**src/common/stpd_pkg.sv**
```systemverilog
// Constants and carrier types for the serial transceiver powerdown controller.
// Assumes a single 125 MHz reference clock.
package stpd_pkg;
    localparam int CLK_MHZ = 125;
    localparam int NUM_TX = 3;
    localparam int NUM_RX = 5;
    localparam int NUM_EVT = 3;
    // Invalid-level window, valid-level delay and wake delay in microseconds.
    localparam int INVALID_US = 30;
    localparam int VALID_US = 1;
    localparam int WAKE_US = 100;
    // Inactivity window in seconds.
    localparam int IDLE_S = 30;
    localparam int INVALID_CYC = INVALID_US * CLK_MHZ + 1;
    localparam int VALID_CYC = VALID_US * CLK_MHZ;
    localparam int WAKE_CYC = WAKE_US * CLK_MHZ;
    localparam longint IDLE_CYC = longint'(IDLE_S) * 1000000 * CLK_MHZ;
    localparam int CNT_W = 32;
    // Interrupt and state register offsets.
    localparam logic [3:0] OFS_STATUS = 4'h0;
    localparam logic [3:0] OFS_CLEAR = 4'h4;
    localparam logic [3:0] OFS_ENABLE = 4'h8;
    localparam logic [3:0] OFS_STATE = 4'hc;
    // Event bit positions.
    localparam int EVT_POWER_DOWN = 0;
    localparam int EVT_POWER_UP = 1;
    localparam int EVT_VALID_CHG = 2;
    localparam logic [NUM_EVT-1:0] ENABLE_RST = 3'h0;

    typedef enum logic [1:0] {ST_ACTIVE, ST_DOWN, ST_WAKING} stpd_state_t;

    typedef struct packed {
        logic [NUM_TX-1:0] txIn;
        logic [NUM_RX-1:0] rxLevelValid;
        logic [NUM_RX-1:0] rxIn;
    } stpd_line_t;

    typedef struct packed {
        logic [3:0] addr;
        logic [31:0] wdata;
        logic wr;
        logic rd;
    } stpd_bus_t;
endpackage : stpd_pkg

```
**src/hw/stpd_power_ctrl.sv**
```systemverilog
// Powerdown controller top: level-valid flag, inactivity timer, force inputs, interrupts.
// Assumes force inputs and rxLevelValid synchronous to clock; txIn and rxIn pass through synchronisers.
`timescale 1ns/1ps
`default_nettype none
module stpd_power_ctrl #(
    parameter longint IDLE_CYCLES = stpd_pkg::IDLE_CYC,
    parameter int WAKE_CYCLES = stpd_pkg::WAKE_CYC
) (
    input wire logic clock,
    input wire logic rst_b,
    input wire stpd_pkg::stpd_line_t line,
    input wire logic hold_awake_in,
    input wire logic power_kill_n_in,
    input wire stpd_pkg::stpd_bus_t bus,
    output logic [31:0] rdata,
    output logic levelValid,
    output logic pumpOn,
    output logic txOe_b,
    output logic rxOe_b,
    output logic irq
);
    logic lineEdge;
    logic txEdge;
    logic rxEdge;
    logic [stpd_pkg::CNT_W+7:0] idle_r;
    logic [stpd_pkg::CNT_W+7:0] idle_nxt;
    logic expired;
    logic holdLast_r;
    logic holdRise;
    logic autoEn;
    logic wakeReq;
    logic [stpd_pkg::CNT_W-1:0] wake_r;
    logic [stpd_pkg::CNT_W-1:0] wake_nxt;
    stpd_pkg::stpd_state_t state_r;
    stpd_pkg::stpd_state_t state_nxt;
    logic validLast_r;
    logic [stpd_pkg::NUM_EVT-1:0] events;
    logic [stpd_pkg::NUM_EVT-1:0] status_r;
    logic [stpd_pkg::NUM_EVT-1:0] enable_r;
    logic [stpd_pkg::NUM_EVT-1:0] clearMask;
    logic [31:0] rdata_nxt;
    logic active;

    stpd_edge_det #(.W(stpd_pkg::NUM_TX)) u_tx_edge (
        .clock(clock),
        .rst_b(rst_b),
        .din(line.txIn),
        .anyEdge(txEdge)
    );
    stpd_edge_det #(.W(stpd_pkg::NUM_RX)) u_rx_edge (
        .clock(clock),
        .rst_b(rst_b),
        .din(line.rxIn),
        .anyEdge(rxEdge)
    );
    // The flag runs in every mode; nothing below reads it for power.
    stpd_level_det u_level (
        .clock(clock),
        .rst_b(rst_b),
        .rxLevelValid(line.rxLevelValid),
        .levelValid(levelValid)
    );

    assign lineEdge = txEdge | rxEdge;
    assign autoEn = !hold_awake_in && power_kill_n_in;
    assign holdRise = hold_awake_in && !holdLast_r;
    assign expired = (idle_r >= (stpd_pkg::CNT_W + 8)'(IDLE_CYCLES));

    // Idle timer restarts on activity or while hold-awake is high, so a falling
    // hold-awake leaves a full window. Once expired it holds until an input edge or hold-awake restarts it.
    assign idle_nxt = (lineEdge || hold_awake_in) ? '0 :
                      expired ? idle_r : idle_r + 1'b1;

    // Wake needs power-kill high and either hold-awake or an input edge.
    assign wakeReq = power_kill_n_in && (hold_awake_in || lineEdge);

    always_comb begin
        state_nxt = state_r;
        wake_nxt = '0;
        case (state_r)
            stpd_pkg::ST_ACTIVE: begin
                if (!power_kill_n_in) begin
                    state_nxt = stpd_pkg::ST_DOWN;
                end else if (autoEn && expired) begin
                    state_nxt = stpd_pkg::ST_DOWN;
                end
            end
            stpd_pkg::ST_DOWN: begin
                if (wakeReq) begin
                    state_nxt = stpd_pkg::ST_WAKING;
                end
            end
            stpd_pkg::ST_WAKING: begin
                wake_nxt = wake_r + 1'b1;
                if (!power_kill_n_in) begin
                    state_nxt = stpd_pkg::ST_DOWN;
                end else if (wake_r >= stpd_pkg::CNT_W'(WAKE_CYCLES - 1)) begin
                    state_nxt = stpd_pkg::ST_ACTIVE;
                end
            end
            default: begin
                state_nxt = stpd_pkg::ST_DOWN;
            end
        endcase
    end

    assign active = (state_r == stpd_pkg::ST_ACTIVE);
    assign events[stpd_pkg::EVT_POWER_DOWN] = active && (state_nxt == stpd_pkg::ST_DOWN);
    assign events[stpd_pkg::EVT_POWER_UP] = !active && (state_nxt == stpd_pkg::ST_ACTIVE);
    assign events[stpd_pkg::EVT_VALID_CHG] = levelValid != validLast_r;
    assign clearMask = (bus.wr && bus.addr == stpd_pkg::OFS_CLEAR) ?
                       bus.wdata[stpd_pkg::NUM_EVT-1:0] : '0;

    always_comb begin
        rdata_nxt = '0;
        case (bus.addr)
            stpd_pkg::OFS_STATUS: rdata_nxt[stpd_pkg::NUM_EVT-1:0] = status_r;
            stpd_pkg::OFS_ENABLE: rdata_nxt[stpd_pkg::NUM_EVT-1:0] = enable_r;
            stpd_pkg::OFS_STATE: rdata_nxt[3:0] = {expired, levelValid, state_r};
            default: rdata_nxt = '0;
        endcase
    end

    always_ff @(posedge clock or negedge rst_b) begin
        if (!rst_b) begin
            idle_r <= '0;
            holdLast_r <= 1'b0;
            wake_r <= '0;
            state_r <= stpd_pkg::ST_ACTIVE;
            validLast_r <= 1'b0;
            status_r <= '0;
            enable_r <= stpd_pkg::ENABLE_RST;
            rdata <= '0;
        end else begin
            idle_r <= idle_nxt;
            holdLast_r <= hold_awake_in;
            wake_r <= wake_nxt;
            state_r <= state_nxt;
            validLast_r <= levelValid;
            status_r <= (status_r & ~clearMask) | events;
            if (bus.wr && bus.addr == stpd_pkg::OFS_ENABLE) begin
                enable_r <= bus.wdata[stpd_pkg::NUM_EVT-1:0];
            end
            rdata <= bus.rd ? rdata_nxt : '0;
        end
    end

    assign pumpOn = active;
    assign txOe_b = !active;
    assign rxOe_b = 1'b0;
    assign irq = |(status_r & enable_r);

    a_kill_forces_down: assert property (@(posedge clock) disable iff (!rst_b)
        !power_kill_n_in && active |=> !active)
        else $error("Power-kill did not force powerdown.");
    a_auto_gate: assert property (@(posedge clock) disable iff (!rst_b)
        $fell(pumpOn) |-> $past(!power_kill_n_in || (!hold_awake_in && expired)))
        else $error("Powerdown without a valid cause.");
    a_down_stays: assert property (@(posedge clock) disable iff (!rst_b)
        state_r == stpd_pkg::ST_DOWN && !wakeReq |=> state_r == stpd_pkg::ST_DOWN)
        else $error("Left powerdown without a wake cause.");
    a_edge_wakes: assert property (@(posedge clock) disable iff (!rst_b)
        state_r == stpd_pkg::ST_DOWN && power_kill_n_in && lineEdge
        |=> state_r == stpd_pkg::ST_WAKING)
        else $error("Transition did not start wake.");
    a_tx_tristate: assert property (@(posedge clock) disable iff (!rst_b)
        !active |-> txOe_b && !rxOe_b)
        else $error("Output enables wrong in powerdown.");
    a_hold_resets_idle: assert property (@(posedge clock) disable iff (!rst_b)
        $fell(hold_awake_in) |-> idle_r == '0)
        else $error("Idle timer not fresh after hold-awake fall.");
    a_wake_short: assert property (@(posedge clock) disable iff (!rst_b)
        $rose(pumpOn) |-> $past(state_r) == stpd_pkg::ST_WAKING)
        else $error("Power-up skipped the wake delay.");
    a_sticky_irq: assert property (@(posedge clock) disable iff (!rst_b)
        events[0] && enable_r[0] |=> irq)
        else $error("Enabled event did not raise interrupt.");
    c_auto_down: cover property (@(posedge clock) disable iff (!rst_b)
        active && autoEn && expired ##1 !active);
    c_kill_down: cover property (@(posedge clock) disable iff (!rst_b)
        active && !power_kill_n_in ##1 !active);
    c_wake: cover property (@(posedge clock) disable iff (!rst_b) $rose(pumpOn));
    c_flag_rise: cover property (@(posedge clock) disable iff (!rst_b) $rose(levelValid));
endmodule : stpd_power_ctrl
`default_nettype wire

```
**src/hw/stpd_level_det.sv**
```systemverilog
// Level-valid detector: flag falls after a long invalid window, rises soon after a valid level.
// Assumes inputs already synchronous to clock.
`timescale 1ns/1ps
`default_nettype none
module stpd_level_det (
    input wire logic clock,
    input wire logic rst_b,
    input wire logic [stpd_pkg::NUM_RX-1:0] rxLevelValid,
    output logic levelValid
);
    logic anyValid;
    logic [stpd_pkg::CNT_W-1:0] cnt_r;
    logic [stpd_pkg::CNT_W-1:0] cnt_nxt;
    logic flag_r;
    logic flag_nxt;
    logic done;
    // Consecutive cycles with a valid level while the flag is still low.
    logic [7:0] riseRun_r;

    assign anyValid = |rxLevelValid;
    assign done = flag_r ? (cnt_r >= stpd_pkg::CNT_W'(stpd_pkg::INVALID_CYC - 1))
                         : (cnt_r >= stpd_pkg::CNT_W'(stpd_pkg::VALID_CYC - 1));
    // Counter runs while the input disagrees with the flag, and restarts otherwise.
    assign cnt_nxt = ((anyValid != flag_r) && !done) ? cnt_r + 1'b1 : '0;
    assign flag_nxt = ((anyValid != flag_r) && done) ? anyValid : flag_r;

    always_ff @(posedge clock or negedge rst_b) begin
        if (!rst_b) begin
            cnt_r <= '0;
            flag_r <= 1'b0;
        end else begin
            cnt_r <= cnt_nxt;
            flag_r <= flag_nxt;
        end
    end
    assign levelValid = flag_r;

    always_ff @(posedge clock or negedge rst_b) begin
        if (!rst_b) begin
            riseRun_r <= '0;
        end else begin
            riseRun_r <= (!flag_r && anyValid) ? riseRun_r + 8'h01 : 8'h00;
        end
    end

    a_flag_falls: assert property (@(posedge clock) disable iff (!rst_b)
        $fell(flag_r) |-> $past(!anyValid, 1))
        else $error("Flag fell without invalid level.");
    a_flag_rises: assert property (@(posedge clock) disable iff (!rst_b)
        riseRun_r <= 8'(stpd_pkg::VALID_CYC))
        else $error("Flag did not rise after valid level.");
endmodule : stpd_level_det
`default_nettype wire

```
**src/hw/stpd_edge_det.sv**
```systemverilog
// Two-stage synchroniser and edge detector for a bus of monitored inputs.
// Assumes asynchronous inputs from the line side.
`timescale 1ns/1ps
`default_nettype none
module stpd_edge_det #(
    parameter int W = 8
) (
    input wire logic clock,
    input wire logic rst_b,
    input wire logic [W-1:0] din,
    output logic anyEdge
);
    logic [W-1:0] meta_r;
    logic [W-1:0] sync_r;
    logic [W-1:0] last_r;

    always_ff @(posedge clock or negedge rst_b) begin
        if (!rst_b) begin
            meta_r <= '0;
            sync_r <= '0;
            last_r <= '0;
        end else begin
            meta_r <= din;
            sync_r <= meta_r;
            last_r <= sync_r;
        end
    end
    assign anyEdge = |(sync_r ^ last_r);
endmodule : stpd_edge_det
`default_nettype wire

```
**config.mk**
```make
export PLATFORM = sky130hd
export DESIGN_NAME = stpd_power_ctrl
export DESIGN_NICKNAME = d
export VERILOG_FILES = /design/src/common/stpd_pkg.sv /design/src/hw/stpd_power_ctrl.sv /design/src/hw/stpd_level_det.sv /design/src/hw/stpd_edge_det.sv
export SDC_FILE = /design/constraint.sdc
export NUM_CORES = 1
export LEC_CHECK = 0
export BUFFER_PORTS_ARGS = -buffer_cell sky130_fd_sc_hd__buf_4
export CELL_PAD_IN_SITES_DETAIL_PLACEMENT = 1
export CELL_PAD_IN_SITES_GLOBAL_PLACEMENT = 2
export CORE_ASPECT_RATIO = 0.75
export CORE_UTILIZATION = 40
export CTS_CLUSTER_DIAMETER = 60
export DETAILED_ROUTE_END_ITERATION = 8
export PLACE_DENSITY_LB_ADDON = 0.25
export SYNTH_ARGS = -nofsm -noshare
export SYNTH_HDL_FRONTEND = slang
export SYNTH_SLANG_ARGS = --single-unit
```
**constraint.sdc**
```tcl
create_clock -name clock -period 4.5 [get_ports clock]
set_input_delay 0.675 -clock clock [delete_from_list [all_inputs] [get_ports clock]]
set_output_delay 0.675 -clock clock [all_outputs]
set_load 0.1 [all_outputs]
```
==> impl_metrics.csv <==
group,metric,value,unit
pwr,power.density,407.8,nW/um^2
cells_and_area,nNetsFinal,725,
synth,ys_seq_area_share,55.24,%
synth,synthTopCellsByArea,"dfrtp_1 55%, xor2_1 5.9%, nor2_1 4.3%, buf_4 3.4%, nand3_1 3.2%",
timing,finalClockSkew,0.01058,ns
critical_path,criticalPathCategory,"register to register",
synth,synth_top_flop_cell,"dfrtp_1",
route,wl_per_cell,16.01,um
placed_design,numPortBuffers,33,
clocking,cts.clk_slew.worst_paths,0.06,ns
cells_and_area,fin_area,7466,sq um
synth,yosysWarnings,0,
timing,worst_slack,2.005,ns
critical_path,worstReg2RegEnd,"idle_r[27]",
timing,whs,0.3473,ns
floorplan,core,15470,sq um
timing,hold_violations,0,
global_routing,grt_max_degree,115,
clocking,cts_sinks,142,
cells_and_area,final_cell_mix,"142 x dfrtp_1, 74 x nor2_1, 49 x conb_1",
floorplan,die_y,111.8,um
synth,syn_area,6432,sq um
clocking,cts.repair.resized,0,
critical_path,start_kind,"register",
clocking,cts_tree,"yes",
floorplan,io_pins,92,
placed_design,post-place-cells,851,
route,vias_per_cell,5.134,
clocking,holdBufCountCts,0,
placed_design,hpwl,9441,um
clocking,cts_buffer_depth,2,
route,vias,4528,
critical_path,cp_data_arrival_time,2.84,ns
hold_path,hold_path_end,"u_tx_edge.sync_r[2]",
route,ant_nets,0,
route,drt_iter0_markers,161,
cells_and_area,drive_gt1_share,12.85,%
pwr,leakage,3.191,nW
pwr,peakVddDrop,230.7,uV
critical_path,rrSetupSlack,2.01,ns
clocking,clk_latency,0.43,ns
route,dr.pass1.iters,4,
floorplan,placementRows,39,
global_routing,grt-ovfl-total,0,
hold_path,hold_class,"register to register",
synth,synth_top_area_share,55.24,%
clocking,cts-root-buf,"clkbuf_16",
synth,ys_types,55,
timing,drv_slew,0,
synth,synth-edff-count,0,
placed_design,dpl-instance-area,6868,sq um
clocking,htree_levels,4,
critical_path,endpoint_kind,"register",
cells_and_area,mostFrequentLayoutCell,"dfrtp_1",
cells_and_area,diodes,0,
timing,relSlewSlack,19.20,%
global_routing,grt_usage,19.01,%
placed_design,place_ws,1.981,ns
synth,synth-async-reset-ratio,100.0,%
floorplan,fp.dieArea,16600,sq um
synth,syn_inst,605,
critical_path,worstPathMaxFanout,18,
timing,grt_setup_unrepaired,"false",
hold_path,hold_depth,0,
floorplan,die_w,148.4,um
critical_path,cp.required,4.85,ns
timing,finalCritPeriodShare,55.43,%
synth,yosysTopAreaCell,"dfrtp_1",
hold_path,hold_start,"u_tx_edge.meta_r[2]",
cells_and_area,syn_to_final_growth,16.07,%
timing,fmax,400.9,MHz
timing,worst_slew_pin_slew,1.212,ns
run,maxCapViolCount,0,
clocking,post-cts-setup-buffers,0,
critical_path,reg2reg_depth,6,
synth,ys_seq_elements,142,
outcome,status,"finished, final reports clean",
clocking,numCtsBuffers,17,
placed_design,gp_congestion,0.7947,
global_routing,grt_pass1_wl,24450,um
cells_and_area,num-fill-cells,1727,
timing,timing.final.crit_period,2.495,ns
synth,syn-mean-instance-area,10.63,sq um
global_routing,grt_pass1_vias,4890,
route,drt-total-wl,14130,um
floorplan,initial_core_util,41.58,%
global_routing,antenna_found_initial,0,
timing,setup_viol,0,
critical_path,rr_startpoint,"idle_r[22]",
cells_and_area,instances_no_fill,882,
timing,fin_setup_tns,0,ns
route,route.detailed.drc,0,
## synthesized netlist by cell type (2+ instances only)
library cell,instances
nor3_1,6
o31ai_1,4
clkbuf_1,12
nand4_4,2
and3_1,19
dfrtp_1,142
nor4_4,2
mux2_2,6
and2_1,13
a211oi_1,2
nor4_2,2
ha_1,5
nor4_1,13
or4_1,5
nand4_1,18
xor2_1,43
nand3_1,41
or2_2,2
nand4b_1,2
inv_1,15
a21oi_1,21
o21ai_0,19
xnor2_1,18
nor2_1,74
buf_4,29
nand2_1,38
or3_1,18
a22oi_1,3
o211ai_1,2
and4_1,4
## cells by family after synthesis
logic type	count (synthesis)	share of synthesized area [%]
AND/OR/NAND/NOR	269	22.95
adder cells (fa/ha/maj)	5	0.9726
other	1	0.05830
multiplexers	7	1.206
AO/OA/AOI/OAI	63	6.225
buffers and inverters	57	5.038
flip-flops	142	55.24
XOR/XNOR	61	8.306
## worst max-delay path by stage
stage	startpoint	to	slack (ns)
floorplan	state_r[0]	pumpOn	2.19
global placement	idle_r[22]	idle_r[27]	2.04
detailed placement	idle_r[22]	idle_r[27]	1.98
CTS	idle_r[22]	idle_r[27]	1.97
global route	idle_r[22]	idle_r[27]	1.75
finish	idle_r[22]	idle_r[27]	2.01
## final cells by class
type	count	area, sq um	area share, %
inverters	15	56.30	0.7541
repair buffers	35	266.5	3.570
clock buffers	21	460.4	6.167
multi-input cells	454	2735	36.63
clock inverters	10	137.6	1.843
flip-flops and latches	142	3553	47.60
well taps	205	256.5	3.436
## stage by stage
| stage | power, W | utilization [%] |
|---|---|---|
| 2_1_floorplan | 0.001564 | - |
| 3_3_place_gp | 0.001614 | 44.40 |
| 3_5_place_dp | 0.001621 | 44.40 |
| 4_1_cts | 0.003085 | 48.27 |
| 5_1_grt | 0.003155 | 48.27 |
| 6_report | 0.003044 | 48.27 |
## worst max-delay path, cell delays in order (launching register included)
cell,delay (ns)
dfrtp_1,0.43
nor4_1,0.43
a21boi_1,0.17
o21ai_4,0.52
nand2_1,0.26
or4_1,0.45
a21oi_1,0.16
## registers in the layout (all words and copies together), names as in the netlist
register,cells
status_r,3
u_rx_edge.meta_r,5
state_r,2
wake_r,32
validLast_r,1
u_level.levelValid,1
u_level.cnt_r,32
idle_r,40
u_tx_edge.meta_r,3
u_tx_edge.last_r,3
u_rx_edge.sync_r,5
u_tx_edge.sync_r,3
enable_r,3
rdata,4
u_rx_edge.last_r,5
## report_power, final
group	internal (W)	switching (W)
logic	0.0000463	0.000215
registers	0.00131	0.0000222
clock network	0.000898	0.000551
## per-layer routing
layer  track usage (%)  routed length, um
met1             25.07               6828
met2             29.94               6727
met3             4.631                407
met4             7.835                161
met5                 0                  0
Power figures use the tool's default switching activity.
